<file path="src/cfgerr_pkg.sv">
// Purpose: shared constants and types of the error report block
// Assumes: 32-bit avalon-mm register bus, byte addresses
// Notes:   timing counts derive from the clock rate below
package cfgerr_pkg;
    // register byte offsets
    localparam logic [7:0] OFS_STATUS   = 8'h04;
    localparam logic [7:0] OFS_ERROR    = 8'h08;
    localparam logic [7:0] OFS_CTRL     = 8'h18;
    localparam logic [7:0] OFS_IRQ_STAT = 8'h20;
    localparam logic [7:0] OFS_IRQ_MASK = 8'h24;
    // error_report field positions
    localparam int ERR_CARD_RESET  = 0;
    localparam int ERR_CARD_READY  = 1;
    localparam int ERR_CARD_READ   = 2;
    localparam int ERR_CARD_WRITE  = 3;
    localparam int ERR_SECTOR      = 4;
    localparam int ERR_IMAGE_ADDR  = 5;
    localparam int ERR_CHAIN       = 6;
    localparam int ERR_FETCH       = 7;
    localparam int ERR_INSTR       = 8;
    localparam int ERR_INIT        = 9;
    localparam int ERR_CTRL_BITS   = 10;
    localparam int ERR_CARD_LSB    = 11;
    // card error byte positions (bad block, uncorr, idnf, abort, amnf)
    localparam int CARD_BBK  = 7;
    localparam int CARD_UNC  = 6;
    localparam int CARD_IDNF = 4;
    localparam int CARD_ABRT = 2;
    localparam int CARD_AMNF = 0;
    // status and control field positions
    localparam int STAT_MON_BUSY   = 0;
    localparam int STAT_CARD_ERR   = 23;
    localparam int CTRL_FORCE_ADDR = 0;
    localparam int CTRL_ADDR_LSB   = 16;
    // reset values
    localparam logic [31:0] RST_ZERO = 32'h0000_0000;
    localparam logic [15:0] RST_ADDR = 16'h0000;
    // timing
    localparam longint CLK_HZ          = 100_000_000;
    localparam longint INIT_TIMEOUT_MS = 500;
    localparam longint INIT_TIMEOUT_CYC = INIT_TIMEOUT_MS * CLK_HZ / 1000;

    // kind of card read command that failed
    typedef enum logic [1:0] {
        RD_NONE     = 2'b00,
        RD_SECTOR   = 2'b01,
        RD_IDENTIFY = 2'b10
    } cfgerr_rdcmd_t;

    // init monitor states
    typedef enum logic [1:0] {
        MON_IDLE = 2'b00,
        MON_WAIT = 2'b01,
        MON_DONE = 2'b10
    } cfgerr_mon_t;

    // failure pulses from the card and chain sequencers
    typedef struct packed {
        logic          card_reset_to;
        logic          card_ready_to;
        logic          card_read_fail;
        cfgerr_rdcmd_t read_kind;
        logic          card_write_fail;
        logic          sector_to;
        logic          chain_fail;
        logic          fetch_fail;
        logic          bad_instr;
    } cfgerr_evt_t;

    // operation start pulses, each clears its own flags
    typedef struct packed {
        logic card_reset;
        logic card_ready;
        logic card_read;
        logic card_write;
        logic sector;
        logic config_run;
    } cfgerr_start_t;
endpackage

</file>
<file path="src/cfgerr_top.sv">
// Purpose: error report register bank of a card-to-chain config controller
// Assumes: sequencer pulses are synchronous to clk_sys
//          card error byte and status bit are levels
// Notes:   avalon-mm slave, one wait cycle per access
//          interrupt status is a separate w1c copy of flags 0..9;
//          error flags themselves clear only on reset or a new start
`timescale 1ns/1ps
`default_nettype none
module cfgerr_top
    import cfgerr_pkg::*;
#(
    parameter longint INIT_CYC = INIT_TIMEOUT_CYC,
    parameter int     IMG_W    = 16
)(
    // clock and reset
    input  wire logic        clk_sys,
    input  wire logic        sys_rst,
    // avalon-mm slave
    input  wire logic [7:0]  avs_address,
    input  wire logic        avs_read,
    input  wire logic        avs_write,
    input  wire logic [31:0] avs_writedata,
    input  wire logic [3:0]  avs_byteenable,
    output logic      [31:0] avs_readdata,
    output logic             avs_waitrequest,
    // sequencer events
    input  wire cfgerr_evt_t   evt,
    input  wire cfgerr_start_t op_start,
    // configuration side
    input  wire logic [1:0]  image_addr_pins,
    input  wire logic [IMG_W-1:0] image_count,
    input  wire logic        target_init_sense,
    // card task-file state
    input  wire logic [7:0]  card_err_byte,
    input  wire logic        card_status_err,
    // control out and interrupt
    output logic             use_register_image_address,
    output logic [IMG_W-1:0] image_select_address,
    output logic             irq
);

    // refuse widths the logic cannot serve; the control field is 16 wide
    if (IMG_W != 16)
    begin : g_bad_width
        $error("image address width must be 16");
    end

    // the monitor counter is 32 bits, so longer timeouts cannot be counted
    if (INIT_CYC < 1 || INIT_CYC > 64'h0000_0000_ffff_ffff)
    begin : g_bad_init
        $error("init timeout count out of range");
    end

    // offset match, shared by read and write decode
    function automatic logic hit(input logic [7:0] a,
                                 input logic [7:0] ofs);
        hit = (a[7:2] == ofs[7:2]);
    endfunction

    // byte lane mask from byte enables
    function automatic logic [31:0] lanes(input logic [3:0] be);
        lanes = {{8{be[3]}}, {8{be[2]}}, {8{be[1]}}, {8{be[0]}}};
    endfunction

    // sticky error flags and interrupt state
    logic [ERR_CTRL_BITS-1:0] err_ff;
    logic [ERR_CTRL_BITS-1:0] nxt_err;
    logic [ERR_CTRL_BITS-1:0] irq_stat_ff;
    logic [ERR_CTRL_BITS-1:0] nxt_irq_stat;
    logic [ERR_CTRL_BITS-1:0] irq_mask_ff;
    logic [ERR_CTRL_BITS-1:0] nxt_irq_mask;
    logic                     irq_ff;

    // card mirrors, one cycle behind the card inputs
    logic [7:0]               card_err_ff;
    logic                     card_stat_ff;

    // control fields written by software
    logic                     force_ff;
    logic                     nxt_force;
    logic [IMG_W-1:0]         img_addr_ff;
    logic [IMG_W-1:0]         nxt_img_addr;

    // bus answer
    logic                     wait_ff;
    logic                     nxt_wait;
    logic [31:0]              rdata_ff;
    logic [31:0]              nxt_rdata;
    logic [31:0]              rd_mux;

    // init monitor
    cfgerr_mon_t              mon_ff;
    cfgerr_mon_t              nxt_mon;
    logic [31:0]              mon_cnt_ff;
    logic [31:0]              nxt_mon_cnt;

    // bus handshake decode
    wire logic        req      = avs_read | avs_write;
    wire logic        accept   = req & wait_ff;
    wire logic        wr_en    = avs_write & ~wait_ff;

    // write lanes and register selects; writes land only in the answer cycle
    wire logic [31:0] wmask    = lanes(avs_byteenable);
    wire logic [31:0] wbits    = avs_writedata & wmask;
    wire logic        wr_ctrl  = wr_en & hit(avs_address, OFS_CTRL);
    wire logic        wr_istat = wr_en & hit(avs_address, OFS_IRQ_STAT);
    wire logic        wr_imask = wr_en & hit(avs_address, OFS_IRQ_MASK);

    // read fail counts only for the two card read commands
    wire logic rd_kind_ok = (evt.read_kind == RD_SECTOR)
                          | (evt.read_kind == RD_IDENTIFY);

    // image address chosen by the force bit
    wire logic [IMG_W-1:0] sel_addr = force_ff ? img_addr_ff
                         : {{(IMG_W-2){1'b0}}, image_addr_pins};
    wire logic addr_bad = op_start.config_run
                        & (sel_addr >= image_count);

    // init monitor expiry; comparing against INIT_CYC - 1 makes the flag
    // land exactly INIT_CYC edges after the start pulse
    wire logic mon_expire = (mon_ff == MON_WAIT)
                          & (mon_cnt_ff == 32'(INIT_CYC - 1))
                          & ~target_init_sense;

    // flag set sources, one per controller bit
    wire logic [ERR_CTRL_BITS-1:0] set_vec;
    assign set_vec[ERR_CARD_RESET] = evt.card_reset_to;
    assign set_vec[ERR_CARD_READY] = evt.card_ready_to;
    assign set_vec[ERR_CARD_READ]  = evt.card_read_fail
                                   & rd_kind_ok;
    assign set_vec[ERR_CARD_WRITE] = evt.card_write_fail;
    assign set_vec[ERR_SECTOR]     = evt.sector_to;

    // configuration side failures
    assign set_vec[ERR_IMAGE_ADDR] = addr_bad;
    assign set_vec[ERR_CHAIN]      = evt.chain_fail;
    assign set_vec[ERR_FETCH]      = evt.fetch_fail;
    assign set_vec[ERR_INSTR]      = evt.bad_instr;
    assign set_vec[ERR_INIT]       = mon_expire;

    // flag clear sources: a new run of the same kind
    wire logic [ERR_CTRL_BITS-1:0] clr_vec;
    assign clr_vec[ERR_CARD_RESET] = op_start.card_reset;
    assign clr_vec[ERR_CARD_READY] = op_start.card_ready;
    assign clr_vec[ERR_CARD_READ]  = op_start.card_read;
    assign clr_vec[ERR_CARD_WRITE] = op_start.card_write;
    assign clr_vec[ERR_SECTOR]     = op_start.sector;

    // one config run restarts every configuration flag
    assign clr_vec[ERR_IMAGE_ADDR] = op_start.config_run;
    assign clr_vec[ERR_CHAIN]      = op_start.config_run;
    assign clr_vec[ERR_FETCH]      = op_start.config_run;
    assign clr_vec[ERR_INSTR]      = op_start.config_run;
    assign clr_vec[ERR_INIT]       = op_start.config_run;

    // sticky flags; a set in the clearing cycle wins
    // so a failure in the start cycle is never lost
    genvar gi;
    generate
        for (gi = 0; gi < ERR_CTRL_BITS; gi++)
        begin : g_flag
            assign nxt_err[gi] = set_vec[gi]
                               | (err_ff[gi] & ~clr_vec[gi]);
            assign nxt_irq_stat[gi] = set_vec[gi]
                | (irq_stat_ff[gi] & ~(wr_istat & wbits[gi]));
        end
    endgenerate

    // mask and control writes honour byte lanes
    assign nxt_irq_mask = wr_imask
        ? (irq_mask_ff & ~wmask[ERR_CTRL_BITS-1:0])
          | wbits[ERR_CTRL_BITS-1:0]
        : irq_mask_ff;
    assign nxt_force = wr_ctrl & wmask[CTRL_FORCE_ADDR]
                     ? avs_writedata[CTRL_FORCE_ADDR] : force_ff;
    assign nxt_img_addr = wr_ctrl
        ? (img_addr_ff & ~wmask[CTRL_ADDR_LSB +: IMG_W])
          | wbits[CTRL_ADDR_LSB +: IMG_W]
        : img_addr_ff;

    // error word as seen by software; bit 10 and top half stay zero
    wire logic [31:0] err_word = {16'h0000,
        card_err_ff[CARD_AMNF],
        card_err_ff[CARD_ABRT],
        card_err_ff[CARD_IDNF],
        card_err_ff[CARD_UNC],
        card_err_ff[CARD_BBK],
        1'b0,
        err_ff};

    // status word: card error and monitor activity
    wire logic [31:0] stat_word =
        (32'(card_stat_ff) << STAT_CARD_ERR)
      | (32'(mon_ff == MON_WAIT) << STAT_MON_BUSY);

    wire logic [31:0] ctrl_word =
        (32'(img_addr_ff) << CTRL_ADDR_LSB)
      | (32'(force_ff) << CTRL_FORCE_ADDR);

    // read mux; unmapped offsets answer zero
    always_comb
    begin
        if (hit(avs_address, OFS_ERROR))
            rd_mux = err_word;
        else if (hit(avs_address, OFS_STATUS))
            rd_mux = stat_word;
        else if (hit(avs_address, OFS_CTRL))
            rd_mux = ctrl_word;
        else if (hit(avs_address, OFS_IRQ_STAT))
            rd_mux = 32'(irq_stat_ff);
        else if (hit(avs_address, OFS_IRQ_MASK))
            rd_mux = 32'(irq_mask_ff);
        else
            rd_mux = RST_ZERO;
    end

    // one wait cycle, then a single low cycle per access
    // read data is latched at acceptance so it stands through the answer
    assign nxt_wait  = ~accept;
    assign nxt_rdata = (accept & avs_read) ? rd_mux : rdata_ff;

    // init monitor: counts from config start until sense rises or the count expires
    always_comb
    begin
        nxt_mon     = mon_ff;
        nxt_mon_cnt = mon_cnt_ff;
        case (mon_ff)
            MON_IDLE:
            begin
                if (op_start.config_run)
                begin
                    nxt_mon     = MON_WAIT;
                    nxt_mon_cnt = 32'h0000_0000;
                end
            end
            MON_WAIT:
            begin
                // a new start restarts the count from zero
                if (op_start.config_run)
                    nxt_mon_cnt = 32'h0000_0000;
                else if (target_init_sense)
                    nxt_mon = MON_DONE;
                else if (mon_expire)
                    nxt_mon = MON_DONE;
                else
                    nxt_mon_cnt = mon_cnt_ff + 32'h0000_0001;
            end
            MON_DONE:
            begin
                if (op_start.config_run)
                begin
                    nxt_mon     = MON_WAIT;
                    nxt_mon_cnt = 32'h0000_0000;
                end
            end
            default:
                nxt_mon = MON_IDLE;
        endcase
    end

    // flag and interrupt state
    always_ff @(posedge clk_sys or posedge sys_rst)
    begin
        if (sys_rst)
        begin
            err_ff      <= RST_ZERO[ERR_CTRL_BITS-1:0];
            irq_stat_ff <= RST_ZERO[ERR_CTRL_BITS-1:0];
            irq_mask_ff <= RST_ZERO[ERR_CTRL_BITS-1:0];
            irq_ff      <= 1'b0;
        end
        else
        begin
            err_ff      <= nxt_err;
            irq_stat_ff <= nxt_irq_stat;
            irq_mask_ff <= nxt_irq_mask;
            irq_ff      <= |(irq_stat_ff & irq_mask_ff);
        end
    end

    // mirrored card state, sampled each cycle
    // the card byte is a level, so no capture strobe is needed
    always_ff @(posedge clk_sys or posedge sys_rst)
    begin
        if (sys_rst)
        begin
            card_err_ff  <= RST_ZERO[7:0];
            card_stat_ff <= 1'b0;
        end
        else
        begin
            card_err_ff  <= card_err_byte;
            card_stat_ff <= card_status_err;
        end
    end

    // control fields; reset leaves the address pins in charge
    always_ff @(posedge clk_sys or posedge sys_rst)
    begin
        if (sys_rst)
        begin
            force_ff    <= 1'b0;
            img_addr_ff <= RST_ADDR;
        end
        else
        begin
            force_ff    <= nxt_force;
            img_addr_ff <= nxt_img_addr;
        end
    end

    // init monitor state
    always_ff @(posedge clk_sys or posedge sys_rst)
    begin
        if (sys_rst)
        begin
            mon_ff     <= MON_IDLE;
            mon_cnt_ff <= RST_ZERO;
        end
        else
        begin
            mon_ff     <= nxt_mon;
            mon_cnt_ff <= nxt_mon_cnt;
        end
    end

    // bus answer; wait stays high when idle so no edge is missed
    always_ff @(posedge clk_sys or posedge sys_rst)
    begin
        if (sys_rst)
        begin
            wait_ff  <= 1'b1;
            rdata_ff <= RST_ZERO;
        end
        else
        begin
            wait_ff  <= nxt_wait;
            rdata_ff <= nxt_rdata;
        end
    end

    // outputs straight from flops
    assign avs_waitrequest            = wait_ff;
    assign avs_readdata               = rdata_ff;

    // interrupt and control outputs
    assign irq                        = irq_ff;
    assign use_register_image_address = force_ff;
    assign image_select_address       = img_addr_ff;

endmodule
`default_nettype wire

</file>
<file path="config.mk">
export PLATFORM = sky130hd
export DESIGN_NAME = cfgerr_top
export DESIGN_NICKNAME = d
export VERILOG_FILES = /design/src/cfgerr_pkg.sv /design/src/cfgerr_top.sv
export SDC_FILE = /design/constraint.sdc
export NUM_CORES = 1
export LEC_CHECK = 0
export BUFFER_PORTS_ARGS = -buffer_cell sky130_fd_sc_hd__buf_2
export CORE_MARGIN = 1.5
export CORE_UTILIZATION = 45
export CTS_CLUSTER_DIAMETER = 100
export DETAILED_ROUTE_END_ITERATION = 8
export GPL_TIMING_DRIVEN = 0
export HOLD_SLACK_MARGIN = 0.02
export PLACE_DENSITY = 0.69
export SYNTH_ARGS = -nofsm -noshare
export SYNTH_HDL_FRONTEND = slang
export SYNTH_SLANG_ARGS = --single-unit
</file>
<file path="constraint.sdc">
create_clock -name clk_sys -period 4.4 [get_ports clk_sys]
set_input_delay 0 -clock clk_sys [delete_from_list [all_inputs] [get_ports clk_sys]]
set_output_delay 0 -clock clk_sys [all_outputs]
set_load 0.005 [all_outputs]
</file>
* Word level (Yosys, flattened, before mapping)
Cells that the tools add are included.
Widths: inputs -> output; s select.
** Cells by class
- Divide/modulo/power cells :: 0
- Magnitude comparators :: 1
- Reductions and logical operators :: 6
- Multiplexer cells :: 16
- Bitwise operators :: 92
- $mul :: 0
- Add/sub/neg operators :: 1
- Shift-type cells :: 0
- Equality and inequality tests :: 15
** Operator list (count)
- $mux 32 :: 7
- $pmux 32 s2 :: 1
- $and 1x1->1 :: 41
- $add 32x1->32 const B :: 1
- $and 32x32->32 :: 1
- $eq 32x26->1 const B :: 1
- $or 32x1->32 :: 1
- $or 24x1->24 :: 1
- $or 1x1->1 :: 22
- $and 10x10->10 :: 2
- $mux 10 :: 2
- $not 1->1 :: 19
- $and 16x16->16 :: 1
- $ge 16x16->1 :: 1
- $mux 16 :: 1
- $not 16->16 :: 1
- $or 16x16->16 :: 1
- $eq 6x4->1 const B :: 2
- $not 10->10 :: 1
- $or 10x10->10 :: 1
- $reduce_or 10->1 :: 1
- $ne 3x3->1 const B :: 3
- $mux 2 :: 4
- $eq 6x1->1 const B :: 1
- 12 further kinds :: 14
** Word-level totals
- Latch bits :: 0
- Word-level logic and storage cells :: 143
- Memory bits (read-only) :: 0
- Memories :: 0
- Flip-flop bits (word level) :: 124
- Bits in writable memories :: 0

* Depth between registers and ports, before layout
- Depth in word-level cells :: 7
- Gate-level depth with buffers :: 9
- Gate-level depth less buffers :: 7

* Worst setup path after synthesis
No wires, ideal clock.
- Path kind :: register to register
- From :: register force_ff (netlist: use_register_image_address)
- To :: register (tool-made name)
- Period minus slack after synthesis :: 2.027 ns
- Required time :: 4.267 ns
- Data arrival time :: 1.894 ns
- Slack :: 2.373 ns
- Cell stages (with the launch flop) :: 10
- Buffers on the path :: 2
- Path through :: dfrtp_1 clkbuf_1 clkbuf_1 and2_1 ha_1 a41oi_1 o21ai_0 a221o_1 a31oi_1 o211ai_1
** RTL lines
- from (decl) :: RTL line cfgerr_top.sv:79 : logic force_ff;
- from (signal assigned) :: RTL line cfgerr_top.sv:306 : force_ff <= nxt_force;

==> results summary <==
The global-route wire length before repair is around 29,000 um. The H-tree depth reported by CTS came out at 4. The worst clock skew on the final layout is 11.1 ps.

The I/O pin count came out at around 140. The overall power after layout came out at approximately 2.9 mW. No sink is reached through more buffers than the 2 on the longest clock path. Sequential cells account for 40.2% of the total power. The count of buffers added on input and output ports is roughly 130. The clock sink count is 120. The leakage power came out at 3.93 nW.

From left edge to right edge, the die measures roughly 120 um. The detailed router finished its first iteration with between 300 and 400 violations. In the finished design, the share of the clock period the worst path needs comes to around three fifths. STA classifies the critical path startpoint as a flip-flop.

The HPWL after detailed placement is 11,700 um. The hold violation total from the final report came out at 0. The routability-driven placement congestion ratio is around 0.93. The maximum number of pins on one net before global-route repair came out at between 100 and 150. STA classifies the critical path endpoint as a flip-flop. The critical path data required time came out at 4680 ps. The tightest min-delay check is of the input port to asynchronous set/reset pin type. The cell count after placement is 921. The floorplan die height came out at 118 um. The aggregate global routing overflow came out at 0. Setup repair after global routing left no endpoint under its margin. The post-detailed-route count of antenna-violating nets came out at 0.

The critical-path maximum fanout came out at 10. IR analysis of the VDD net gives a maximum drop of 0.000325 V. The number of global-route vias before repair came to around 5,700. The highest clock rate is around 380 MHz. Net switching is 24.4% of the power. The slew of the pin with the lowest slew margin came out at approximately 1100 ps. A synthesized cell averages between 9 and 10 um2. The max-capacitance violation count came out at 0. In this run, the combinational gates consume a little under a tenth of the power. The minimum clock period is approximately 2600 ps. The number of clock buffers added by TritonCTS is 17. After filler insertion, the fill cell instance count of the layout stands at 1,062. The part of the Yosys area used for sequential elements came out at between 50% and 60%. The number of rows in the core area is 42. The critical path is of the flip-flop to flip-flop type. The area of the core is roughly 13,000 um2. The library cell used as clock root buffer is sky130_fd_sc_hd__clkbuf_16. The run finished with clean final reports. 0 antenna diodes ended up in the layout. From synthesis to final layout, the design area changed by 35.5%. The number of pins with negative max-slew slack in the final report is 0. The synthesized netlist cell count came out at around 620.

The worst relative slew slack came out at between 20% and 30%. The setup TNS after final layout is 0 ps. The setup-violating endpoint count in the final report is 0. For this run, the detailed router's first-pass iteration total came to 5. The net count after synthesis is about 720. For this configuration, the core starts out at a cell density of ~46%. The netlist area before placement is 6000 um2. The share of flip-flops with an asynchronous set or reset after synthesis came out at 100%. The total setup buffers inserted after CTS is 0. Among all flip-flop cells after synthesis, the most frequent one is sky130_fd_sc_hd__dfrtp_1. Measured on the finished design, the core utilization comes to around three fifths.

The power dissipated by switching net loads is between 700 and 800 uW. The final non-filler cell total came out at around 1,000. The number of enable-type register cells in the synthesized netlist came out at 0. Of the total power, the clock network draws between 50% and 60%. The net total in the final layout is slightly above 900. After synthesis the netlist holds a flip-flop and latch count of 120. The average vias per placed instance came out at approximately 5.6. The insertion delay to the later sink of the worst-skew pair came out at 410 ps.

The floorplan step defined a die boundary enclosing roughly 14,000 um2. The global-route usage over all layers came out at 26.1%. The average wire per cell in the routed design is about 17 um.

In the final layout, the share of cells above drive strength 1 is between 20 and 30%. After clock tree synthesis, the clock-pin slew on the worst setup and hold paths is 60 ps. The netlist uses between 50 and 60 different library cells. The number of antenna violations at the first check in global routing is 0. For this run, design rule violations remaining after detail routing come to 0. The worst path arrival time is between 2000 and 3000 ps. The cell area power density came out at around 360 nW/um2. The overall routed net length is ~18,000 um. For this block, the via count after detailed routing is 5,684.

The count of synthesis-stage warnings from yosys is 0. TritonCTS built the clock tree. Cell internal power was estimated by the tool at between 2 and 2.5 mW.
## path summary, 6_finish.rpt
check	startpoint	slack, ps	cells past startpoint	end
setup reg to reg	use_register_image_address$_DFFE_PP0P_	1770	9	flip-flop
hold / removal	sys_rst	80	3	avs_readdata[8]$_DFFE_PP0P_
max in group asynchronous	sys_rst	3590	4	avs_waitrequest$_DFF_PP1_
hold reg to reg	avs_readdata[13]$_DFFE_PP0P_	470	2	avs_readdata[13]$_DFFE_PP0P_
min in group clk_sys	avs_address[2]	80	4	avs_readdata[0]$_DFFE_PP0P_
setup / recovery	use_register_image_address$_DFFE_PP0P_	1770	9	flip-flop
## kinds of logic (layout without fill, tap and decap cells)
family | Yosys count | after routing | share of synthesized area [%]
flops | 120 | 120 | 50.1
simple gates | 237 | 237 | 20.3
mux | 39 | 39 | 7.09
xor+xnor | 4 | 4 | 0.584
fa+ha+maj | 17 | 17 | 3.54
compound gates | 138 | 138 | 14.2
buf+inv | 59 | 282 | 4.17
other cells | 1 | 1 | 0.0625
## cell usage in the layout, fill, tap and decap left out, types with 4 or more instances in the layout
| cell | instances |
|---|---|
| sky130_fd_sc_hd__a21o_1 | 16 |
| sky130_fd_sc_hd__nor4_1 | 8 |
| sky130_fd_sc_hd__a21oi_1 | 30 |
| sky130_fd_sc_hd__ha_1 | 17 |
| sky130_fd_sc_hd__o211ai_1 | 5 |
| sky130_fd_sc_hd__or3_1 | 6 |
| sky130_fd_sc_hd__nor2_1 | 33 |
| sky130_fd_sc_hd__and3_1 | 6 |
| sky130_fd_sc_hd__o31ai_1 | 9 |
| sky130_fd_sc_hd__dfrtp_1 | 119 |
| sky130_fd_sc_hd__and2_1 | 18 |
| sky130_fd_sc_hd__dlygate4sd3_1 | 61 |
| sky130_fd_sc_hd__or4_1 | 11 |
| sky130_fd_sc_hd__inv_6 | 4 |
| sky130_fd_sc_hd__clkbuf_1 | 16 |
| sky130_fd_sc_hd__a31oi_1 | 5 |
| sky130_fd_sc_hd__buf_2 | 135 |
| sky130_fd_sc_hd__mux2_2 | 28 |
| sky130_fd_sc_hd__nand2_1 | 86 |
| sky130_fd_sc_hd__mux2i_1 | 11 |
| sky130_fd_sc_hd__nand4_1 | 18 |
| sky130_fd_sc_hd__clkbuf_16 | 17 |
| sky130_fd_sc_hd__inv_1 | 30 |
| sky130_fd_sc_hd__o21ai_0 | 52 |
| sky130_fd_sc_hd__nor3_1 | 5 |
| sky130_fd_sc_hd__xor2_1 | 4 |
| sky130_fd_sc_hd__nand3_1 | 28 |
| sky130_fd_sc_hd__clkinv_4 | 4 |
| sky130_fd_sc_hd__and4_1 | 4 |
## critical path: stages, from the launching register on
cell	delay (ps)
sky130_fd_sc_hd__dfrtp_1	380
sky130_fd_sc_hd__clkbuf_1	390
sky130_fd_sc_hd__clkbuf_1	350
sky130_fd_sc_hd__and2_1	180
sky130_fd_sc_hd__ha_1	240
sky130_fd_sc_hd__nand4_1	150
sky130_fd_sc_hd__nor3_1	90
sky130_fd_sc_hd__a221o_1	300
sky130_fd_sc_hd__a31oi_1	290
sky130_fd_sc_hd__o211ai_1	130
## metrics by stage
stage	hold WS, ps	area (um2)	worst slack, ps
after floorplan	31.4	6000	1220
after global placement	112	6870	-144
after detailed placement	-51.6	6900	1790
after CTS	61.4	8130	1770
after global routing	81.5	8130	1590
final	78.2	8130	1770
## layer usage
layer  GRT usage, %  wire [um]  vias to the layer above
met2           45.1       8900                      191
li1               -          -                     2635
met5              0          0                        -
met1           31.7       7310                     2823
met4           10.3        463                        0
met3           5.84        901                       35
## cell usage after synthesis, drive strengths merged (4+ instances only)
cell type	instances	area share [%]
o21ai	52	4.3
nand4	19	2.1
nand2	86	5.4
a31oi	5	0.52
buf	10	1.1
and2	18	1.9
or3	6	0.63
and4	4	0.58
inv	31	1.9
dfrtp	119	50
o211ai	5	0.63
clkbuf	18	1.2
nor2	33	2.1
nor4	10	1.4
or4	11	1.4
mux2	28	5.3
ha	17	3.5
a21oi	30	2.5
mux2i	11	1.8
and3	6	0.63
nor3	5	0.42
nand3	29	2.5
o31ai	9	1.1
xor2	4	0.58
a21o	16	2.0
## power groups by stage
stage,Combinational (mW),Clock [mW],Sequential (mW)
after floorplan,0.118,0,1.18
after global placement,0.221,0,1.18
after detailed placement,0.230,0,1.18
after CTS,0.274,1.47,1.16
after global routing,0.302,1.53,1.17
final,0.278,1.45,1.16
## cell type report
cell class              count  area [um2]  share of cell area [%]
inverters                  31         121                    1.49
plain buffers              28         134                    1.65
well taps                 176         220                    2.71
repair buffers            191        1280                    15.8
clock buffers              19         453                    5.57
multi-input cells         436        2750                    33.8
flip-flops and latches    120        3000                    36.9
clock inverters            13         169                    2.08
## what timing repair did
| action | 4_1_cts | 5_1_grt |
|---|---|---|
| hold buffers | 61 | 0 |
| setup endpoints to repair | 0 | 0 |
| endpoints found under the hold margin | 175 | 0 |
| resized for setup | 0 | 0 |
Power figures use the tool's default switching activity.
